$ cat src/design/acs_pkg.sv
// Constants and types shared by the converter control block
`default_nettype none
package acs_pkg;
   // Clock
   localparam int CLK_MHZ = 50;
   // Converter word layout
   localparam int CODE_W = 14;
   localparam int SEL_W = 3;
   localparam int WORD_W = CODE_W + 2 * SEL_W;
   localparam int FIFO_DEPTH = 32;
   localparam logic [4:0] WORD_BITS = 5'd20;
   // Internal oscillator conversion time
   localparam int CONV_TIME_NS = 1000;
   localparam int CONV_CYCLES_INT = (CONV_TIME_NS * CLK_MHZ + 999) / 1000;
   localparam logic [15:0] CONV_CYCLES = CONV_CYCLES_INT[15:0];
   // Register offsets
   localparam logic [7:0] OFF_CTRL = 8'h00;
   localparam logic [7:0] OFF_CONV = 8'h04;
   localparam logic [7:0] OFF_STATUS = 8'h08;
   localparam logic [7:0] OFF_LAST = 8'h0c;
   // Field positions
   localparam int CTRL_EN_BIT = 0;
   localparam int ST_BUSY_BIT = 0;
   localparam int ST_PD_N_BIT = 1;
   localparam int ST_SCAN_BIT = 2;
   localparam int ST_BYP_BIT = 3;
   localparam int ST_CHAN_LSB = 4;
   localparam int ST_GAIN_LSB = 8;
   localparam int ST_CNT_LSB = 16;
   // Reset values
   localparam logic CTRL_EN_RST = 1'b1;
   localparam logic [15:0] CONV_RST = CONV_CYCLES;
   // Pin synchroniser layout
   localparam int PIN_W = 12;
   localparam int P_PD = 0;
   localparam int P_CS = 1;
   localparam int P_SCK = 2;
   localparam int P_SCAN = 3;
   localparam int P_LPM = 4;
   localparam int P_BYP = 5;
   localparam int P_CHAN = 6;
   localparam int P_GAIN = 9;
   localparam int SYNC_STAGES = 2;

   typedef enum logic [1:0] {
      ST_IDLE,
      ST_CONV,
      ST_HOLD
   } acs_conv_e;
endpackage : acs_pkg
`default_nettype wire

$ cat src/design/acs_ctrl.sv
// Converter control, scan sequencer, result FIFO and serial readout
//
// Functional notes
// - With start low and not busy, each shift clock rise sends next bit, MSB first.
// - Scan enable high lets the sequencer pick the channel, channel select pins ignored.
// - After scan enable rises, channel 0 first, then next on each start rise.
// - Falling edge of convert start ends sampling and starts a conversion.
// - Conversion timed by internal counter; converter powers down when done.
// - Convert start high turns the serial output driver off.
// - Convert start low with power-down high enables the serial output driver.
// - Reduced power: acquisition follows start high; converter off between conversions.
// - Gain select inputs are captured on the rising edge of convert start.
// - Channel select inputs are captured on the rising edge of convert start.
// - Floating gain msb line bypasses the amplifier for faster throughput.
// - Busy is high during a conversion and low once it completes.
// - Serial word is 14 code bits, then channel bits, then gain bits.
// - Power-down halts any conversion and puts the serial output off.
`default_nettype none

module acs_fifo #(
   parameter int WIDTH = 20,
   parameter int DEPTH = 32
) (
   input wire logic i_clk,
   input wire logic i_rst,
   input wire logic i_clear,
   input wire logic i_in_valid,
   output logic o_in_ready,
   input wire logic [WIDTH-1:0] i_in_data,
   output logic o_out_valid,
   input wire logic i_out_ready,
   output logic [WIDTH-1:0] o_out_data,
   output logic [$clog2(DEPTH):0] o_count
);
   localparam int AW = $clog2(DEPTH);
   logic [WIDTH-1:0] mem [DEPTH];
   logic [AW:0] wr_q;
   logic [AW:0] rd_q;
   logic push;
   logic pop;

   assign o_count = wr_q - rd_q;
   assign o_in_ready = (o_count != DEPTH[AW:0]);
   assign o_out_valid = (wr_q != rd_q);
   assign o_out_data = mem[rd_q[AW-1:0]];
   assign push = i_in_valid && o_in_ready;
   assign pop = i_out_ready && o_out_valid;

   always_ff @(posedge i_clk) begin
      if (push) begin
         mem[wr_q[AW-1:0]] <= i_in_data;
      end
   end

   always_ff @(posedge i_clk) begin
      if (i_rst || i_clear) begin
         wr_q <= '0;
         rd_q <= '0;
      end else begin
         if (push) begin
            wr_q <= wr_q + 1'b1;
         end
         if (pop) begin
            rd_q <= rd_q + 1'b1;
         end
      end
   end
endmodule : acs_fifo

module acs_ctrl
   import acs_pkg::*;
(
   input wire logic i_clk,
   input wire logic i_rst,
   // APB slave
   input wire logic i_psel,
   input wire logic i_penable,
   input wire logic i_pwrite,
   input wire logic [7:0] i_paddr,
   input wire logic [31:0] i_pwdata,
   output logic [31:0] o_prdata,
   output logic o_pready,
   output logic o_pslverr,
   // Device pins
   input wire logic i_convert_start_n,
   input wire logic i_serial_shift_clock,
   input wire logic i_sequencer_enable,
   input wire logic i_reduced_power_config,
   input wire logic i_powerdown_n,
   input wire logic i_gain_sel_msb_float,
   input wire logic i_chan_sel_msb,
   input wire logic i_chan_sel_mid,
   input wire logic i_chan_sel_lsb,
   input wire logic i_gain_sel_msb_or_amp_bypass,
   input wire logic i_gain_sel_mid,
   input wire logic i_gain_sel_lsb,
   output logic o_busy,
   output logic o_serial_result_out,
   output logic o_serial_result_oe_n,
   // Analog core
   input wire logic [CODE_W-1:0] i_core_code,
   output logic o_core_power_on,
   output logic o_core_acquire,
   output logic [SEL_W-1:0] o_mux_chan,
   output logic [SEL_W-1:0] o_amp_gain,
   output logic o_amp_bypass
);
   logic [PIN_W-1:0] pin_raw;
   logic [PIN_W-1:0] s1_q;
   logic [PIN_W-1:0] s2_q;
   logic [PIN_W-1:0] s3_q;
   logic pd_n;
   logic cs_n;
   logic cs_fall;
   logic cs_rise;
   logic sck_rise;
   logic scan;
   logic scan_rise;
   logic reduced_power_config;
   logic ctrl_en_q;
   logic [15:0] conv_cyc_q;
   acs_conv_e state_q;
   logic [15:0] cnt_q;
   logic [SEL_W-1:0] chan_q;
   logic [SEL_W-1:0] gain_q;
   logic [SEL_W-1:0] seq_next_q;
   logic byp_q;
   logic [WORD_W-1:0] word_d;
   logic [WORD_W-1:0] last_q;
   logic push_valid;
   logic push_ready;
   logic pop_valid;
   logic pop_ready;
   logic [WORD_W-1:0] pop_data;
   logic [5:0] fifo_cnt;
   logic [WORD_W-1:0] shreg_q;
   logic [4:0] bits_q;
   logic wr_acc;
   logic setup;

   assign pin_raw = {i_gain_sel_msb_or_amp_bypass, i_gain_sel_mid, i_gain_sel_lsb,
                     i_chan_sel_msb, i_chan_sel_mid, i_chan_sel_lsb,
                     i_gain_sel_msb_float, i_reduced_power_config,
                     i_sequencer_enable, i_serial_shift_clock,
                     i_convert_start_n, i_powerdown_n};

   // Two-stage pin synchroniser, third stage for edge detection
   always_ff @(posedge i_clk) begin
      if (i_rst) begin
         s1_q <= '0;
         s2_q <= '0;
         s3_q <= '0;
      end else begin
         s1_q <= pin_raw[PIN_W-1:0];
         s2_q <= s1_q;
         s3_q <= s2_q;
      end
   end

   assign pd_n = s2_q[P_PD];
   assign cs_n = s2_q[P_CS];
   assign cs_fall = s3_q[P_CS] && !s2_q[P_CS];
   assign cs_rise = !s3_q[P_CS] && s2_q[P_CS];
   assign sck_rise = !s3_q[P_SCK] && s2_q[P_SCK];
   assign scan = s2_q[P_SCAN];
   assign scan_rise = !s3_q[P_SCAN] && s2_q[P_SCAN];
   assign reduced_power_config = s2_q[P_LPM];

   // Channel and gain capture, scan sequencer
   always_ff @(posedge i_clk) begin
      if (i_rst) begin
         chan_q <= '0;
         gain_q <= '0;
         seq_next_q <= '0;
         byp_q <= 1'b0;
      end else begin
         if (scan_rise) begin
            seq_next_q <= '0;
         end
         if (cs_rise) begin
            gain_q <= s2_q[P_GAIN +: SEL_W];
            byp_q <= s2_q[P_BYP];
            if (scan && !scan_rise) begin
               chan_q <= seq_next_q;
               seq_next_q <= seq_next_q + 1'b1;
            end else if (scan_rise) begin
               chan_q <= '0;
               seq_next_q <= 3'h1;
            end else begin
               chan_q <= s2_q[P_CHAN +: SEL_W];
            end
         end
      end
   end

   // Conversion sequencer
   always_ff @(posedge i_clk) begin
      if (i_rst) begin
         state_q <= ST_IDLE;
         cnt_q <= '0;
      end else if (!pd_n) begin
         state_q <= ST_IDLE;
         cnt_q <= '0;
      end else begin
         unique case (state_q)
            ST_IDLE: begin
               if (cs_fall && ctrl_en_q) begin
                  state_q <= ST_CONV;
                  cnt_q <= conv_cyc_q;
               end
            end
            ST_CONV: begin
               if (cnt_q <= 16'h0001) begin
                  state_q <= ST_HOLD;
               end else begin
                  cnt_q <= cnt_q - 1'b1;
               end
            end
            ST_HOLD: begin
               if (push_ready) begin
                  state_q <= ST_IDLE;
               end
            end
         endcase
      end
   end

   assign push_valid = (state_q == ST_HOLD);
   assign word_d = {i_core_code, chan_q, gain_q};

   always_ff @(posedge i_clk) begin
      if (i_rst) begin
         last_q <= '0;
      end else if (push_valid && push_ready) begin
         last_q <= word_d;
      end
   end

   // Busy, converter power and amplifier outputs
   always_ff @(posedge i_clk) begin
      if (i_rst) begin
         o_busy <= 1'b0;
         o_core_power_on <= 1'b0;
         o_core_acquire <= 1'b0;
         o_mux_chan <= '0;
         o_amp_gain <= '0;
         o_amp_bypass <= 1'b0;
      end else begin
         o_busy <= pd_n && (state_q != ST_IDLE || (cs_fall && ctrl_en_q));
         o_core_power_on <= pd_n && (state_q == ST_CONV);
         o_core_acquire <= pd_n && (state_q == ST_IDLE) && (reduced_power_config ? cs_n : 1'b1);
         o_mux_chan <= chan_q;
         o_amp_gain <= gain_q;
         o_amp_bypass <= byp_q;
      end
   end

   acs_fifo #(
      .WIDTH(WORD_W),
      .DEPTH(FIFO_DEPTH)
   ) u_fifo (
      .i_clk(i_clk),
      .i_rst(i_rst),
      .i_clear(!pd_n),
      .i_in_valid(push_valid),
      .o_in_ready(push_ready),
      .i_in_data(word_d),
      .o_out_valid(pop_valid),
      .i_out_ready(pop_ready),
      .o_out_data(pop_data),
      .o_count(fifo_cnt)
   );

   // Shifter takes a new word once the previous one is fully sent
   assign pop_ready = (bits_q == 5'd0) && pd_n;

   always_ff @(posedge i_clk) begin
      if (i_rst || !pd_n) begin
         shreg_q <= '0;
         bits_q <= '0;
         o_serial_result_out <= 1'b0;
      end else if (pop_ready && pop_valid) begin
         shreg_q <= pop_data;
         bits_q <= WORD_BITS;
      end else if (sck_rise && !cs_n && !o_busy && bits_q != 5'd0) begin
         o_serial_result_out <= shreg_q[WORD_W-1];
         shreg_q <= {shreg_q[WORD_W-2:0], 1'b0};
         bits_q <= bits_q - 1'b1;
      end
   end

   always_ff @(posedge i_clk) begin
      if (i_rst) begin
         o_serial_result_oe_n <= 1'b1;
      end else begin
         o_serial_result_oe_n <= cs_n || !pd_n;
      end
   end

   // APB slave, one wait-free access phase
   assign setup = i_psel && !i_penable;
   assign wr_acc = i_psel && i_penable && o_pready && i_pwrite;

   always_ff @(posedge i_clk) begin
      if (i_rst) begin
         ctrl_en_q <= CTRL_EN_RST;
         conv_cyc_q <= CONV_RST;
      end else if (wr_acc && !o_pslverr) begin
         if (i_paddr == OFF_CTRL) begin
            ctrl_en_q <= i_pwdata[CTRL_EN_BIT];
         end
         if (i_paddr == OFF_CONV) begin
            conv_cyc_q <= (i_pwdata[15:0] == 16'h0000) ? 16'h0001 : i_pwdata[15:0];
         end
      end
   end

   always_ff @(posedge i_clk) begin
      if (i_rst) begin
         o_pready <= 1'b0;
         o_pslverr <= 1'b0;
         o_prdata <= '0;
      end else begin
         o_pready <= setup;
         if (setup) begin
            o_pslverr <= 1'b0;
            o_prdata <= '0;
            unique case (i_paddr)
               OFF_CTRL: begin
                  o_prdata[CTRL_EN_BIT] <= ctrl_en_q;
               end
               OFF_CONV: begin
                  o_prdata[15:0] <= conv_cyc_q;
               end
               OFF_STATUS: begin
                  o_prdata[ST_BUSY_BIT] <= o_busy;
                  o_prdata[ST_PD_N_BIT] <= pd_n;
                  o_prdata[ST_SCAN_BIT] <= scan;
                  o_prdata[ST_BYP_BIT] <= byp_q;
                  o_prdata[ST_CHAN_LSB +: SEL_W] <= chan_q;
                  o_prdata[ST_GAIN_LSB +: SEL_W] <= gain_q;
                  o_prdata[ST_CNT_LSB +: 6] <= fifo_cnt;
               end
               OFF_LAST: begin
                  o_prdata[WORD_W-1:0] <= last_q;
               end
               default: begin
                  o_pslverr <= 1'b1;
               end
            endcase
         end
      end
   end
endmodule : acs_ctrl
`default_nettype wire

$ cat config.mk
export PLATFORM = sky130hd
export DESIGN_NAME = acs_ctrl
export DESIGN_NICKNAME = d
export VERILOG_FILES = /design/src/design/acs_pkg.sv /design/src/design/acs_ctrl.sv
export SDC_FILE = /design/constraint.sdc
export NUM_CORES = 1
export LEC_CHECK = 0
export BUFFER_PORTS_ARGS = -buffer_cell sky130_fd_sc_hd__buf_4
export CELL_PAD_IN_SITES_DETAIL_PLACEMENT = 1
export CELL_PAD_IN_SITES_GLOBAL_PLACEMENT = 2
export CORE_MARGIN = 5
export CORE_UTILIZATION = 30
export DETAILED_ROUTE_END_ITERATION = 7
export PLACE_DENSITY_LB_ADDON = 0.1
export REMOVE_ABC_BUFFERS = 1
export SETUP_SLACK_MARGIN = 0.1
export SLEW_MARGIN = 20
export SYNTH_ARGS = -nofsm -noshare
export SYNTH_HDL_FRONTEND = slang
export SYNTH_HIERARCHICAL = 1
export SYNTH_SLANG_ARGS = --single-unit
$ cat constraint.sdc
create_clock -name i_clk -period 4.3 [get_ports i_clk]
set_input_delay 0.43 -clock i_clk [delete_from_list [all_inputs] [get_ports i_clk]]
set_output_delay 0.43 -clock i_clk [all_outputs]
set_load 0.01 [all_outputs]
==> impl_metrics.json <==
{
  "grt_pass1_vias": 18300,
  "yosysSeqAreaShare": 0.712,
  "clock_sinks": 810,
  "ys_warn_count": 6,
  "h-tree-depth": 3,
  "floorplan.initialDensity": 0.302,
  "crit_path_end_kind": "flop",
  "root_buffer": "clkbuf_16",
  "crit_path_max_fanout": 20,
  "p_leak_nw": 11.6,
  "stdcell_count": 3428,
  "avgSynthCellArea_um2": 17.8,
  "slew_viol_final": 0,
  "clock_latency_ps": 660,
  "finClkSkew_ps": 28.8,
  "via_per_inst": 4.84,
  "wire_per_inst_um": 25.0,
  "tightest_slew_ps": 1070,
  "post-place-cells": 3234,
  "worstSetupPathType": "reg -> reg",
  "async_flop_share": 0,
  "die_w_um": 336,
  "synth_seq_cells": 810,
  "grt_first_pass_wirelength_um": 126000,
  "max_freq_ghz": 0.282,
  "finalSetupViolCount": 0,
  "hold_class": "in -> reg",
  "postSynthCellCount": 1790,
  "dr_total_vias": 16600,
  "placementRows": 119,
  "pin_count": 117,
  "hold_ws_ps": 57.3,
  "core-area_um2": 105000,
  "cp-start-kind": "flop",
  "cts_buffers": 93,
  "gr-usage-all-layers": 0.152,
  "slew_headroom": 0.285,
  "die-height_um": 336,
  "cts_tree": "yes",
  "mostFrequentLayoutCell": "edfxtp_1",
  "wl_um": 85600,
  "drt-pass1-iter-count": 5,
  "cts_resized": 0,
  "hold_violations": 0,
  "finalCriticalPeriod_ps": 3540,
  "antenna_found_initial": 3,
  "n_antenna_cell": 0,
  "drive_gt1_frac": 0.280,
  "grt_overflow_total": 0,
  "syn2layout_area_growth_pct": 18.1,
  "ir_drop_mv": 0.276,
  "grt_max_degree": 60,
  "drtIter0Drc": 1093,
  "grt_setup_unrepaired": "false",
  "final_cell_mix": "edfxtp_1, mux4_2, dfxtp_1, buf_4, nand2_1",
  "cts_buffer_depth": 3,
  "fillers": 10400,
  "ys.flop_type": "edfxtp_1",
  "power_density_nw_per_um2": 437,
  "portBuffers": 90,
  "syn_area_um2": 31800,
  "dp_hpwl_um": 51800,
  "status": "complete, no violations",
  "ant_nets": 0,
  "place.gp.congestion": 0.728,
  "nets": 2051,
  "route.detailed.drc": 0,
  "synth-edff-count": 640,
  "synth.distinct_cells": 71,
  "clk_pin_slew_worst_paths_ps": 60,
  "finalCritPeriodShare": 0.824,
  "required_ps": 4580,
  "place_ws_ps": 790,
  "die-area_um2": 113000,
  "setup_slack_ps": 757,
  "cap_violations": 0,
  "crit_arrival_ps": 3820
}
[metal layers]
metal | wire length, um | track usage | part of all wire
met4 | 1480 | 0.0371 | 0.017
met2 | 42100 | 0.257 | 0.49
met5 | 0 | 0 | 0
met3 | 3510 | 0.0263 | 0.041
met1 | 38500 | 0.205 | 0.45
[critical path, cell delays in order (launching register included)]
cell and delay, ps:
dfxtp_1 410, inv_1 130, ha_1 250, fa_1 400
nand2b_1 160, a21oi_1 160, xor2_1 310, or3_1 340
o211ai_2 230, buf_4 260, nor2_2 100, buf_4 420
[kinds of logic after synthesis]
group / Yosys count / synth area share
adders and majority gates: 18 / 0.00732
xor gates and xnor gates: 13 / 0.00358
AOI/OAI and AO/OA: 190 / 0.0396
and+or+nand+nor: 367 / 0.0564
muxes: 260 / 0.162
buffers and inverters: 131 / 0.0190
DFF: 810 / 0.712
other: 1 / 0.000118
[sequential cells by signal, summed over array words and instances (netlist names), 2 cells and up, named ones only]
register,flops
bits_q,5
chan_q,3
cnt_q,16
conv_cyc_q,16
gain_q,3
last_q,20
o_amp_gain,3
o_mux_chan,3
o_prdata,22
s1_q,12
s2_q,12
s3_q,3
seq_next_q,3
shreg_q,20
state_q,2
u_fifo/mem,640
u_fifo/rd_q,6
u_fifo/wr_q,6
[synthesized netlist by cell type, types with 7 or more instances]
library cell / number / area, um^2
nor2_1: 109 / 409
buf_4: 21 / 158
a31oi_1: 7 / 43.8
mux2_2: 38 / 428
nand2_1: 108 / 405
a22oi_1: 42 / 315
mux2i_1: 21 / 210
buf_1: 11 / 41.3
o21ai_0: 22 / 110
clkbuf_1: 66 / 248
buf_2: 10 / 50.1
a21oi_1: 72 / 360
mux4_2: 201 / 4530
inv_1: 20 / 75.1
and3_1: 9 / 56.3
nor2b_1: 52 / 325
nand3_1: 11 / 55.1
or3_1: 8 / 50.1
xnor2_1: 8 / 70.1
nand4_1: 8 / 50.1
ha_1: 17 / 213
edfxtp_1: 640 / 19200
nand2b_1: 11 / 68.8
nor3_1: 16 / 80.1
dfxtp_1: 170 / 3400
[worst paths after layout]
kind                       start                to  slack (ps)  cells after the start
setup reg to reg  u_fifo/wr_q[0]  u_fifo/mem[2][8]         760                     11
hold reg to reg          s1_q[4]           s2_q[4]         430                      1
hold / removal      i_pwdata[14]    conv_cyc_q[14]          60                      3
setup / recovery  u_fifo/wr_q[0]  u_fifo/mem[2][8]         760                     11
[metrics by stage]
step | instance area [um^2] | power, mW | TNS (ps) | utilization
after global routing | 37600 | 17.1 | 0 | 0.357
final | 37600 | 16.4 | 0 | 0.357
after floorplan | 31300 | 8.70 | -80980 | -
after global placement | 34400 | 8.89 | 0 | 0.327
after CTS | 37600 | 16.7 | 0 | 0.357
after detailed placement | 34400 | 8.90 | 0 | 0.327
[final cells by class]
type,instances,area (um^2),area share
inverter,20,75.1,0.00200
sequential,810,22600,0.603
tap,1391,1740,0.0463
clock buffer,128,2520,0.0671
timing repair buffer,179,1470,0.0390
multi-input combinational,858,8700,0.232
clock inverter,42,419,0.0112
[repair_timing]
item	4_1_cts	5_1_grt
buffers inserted	0	0
hold buffers	24	0
endpoints found under the hold margin	24	0
[power by group]
part	total (mW)	switching (mW)	internal (mW)
Combinational	0.269	0.186	0.0827
Sequential	8.47	0.0146	8.46
Clock	7.69	3.12	4.57
Power figures use the tool's default switching activity.
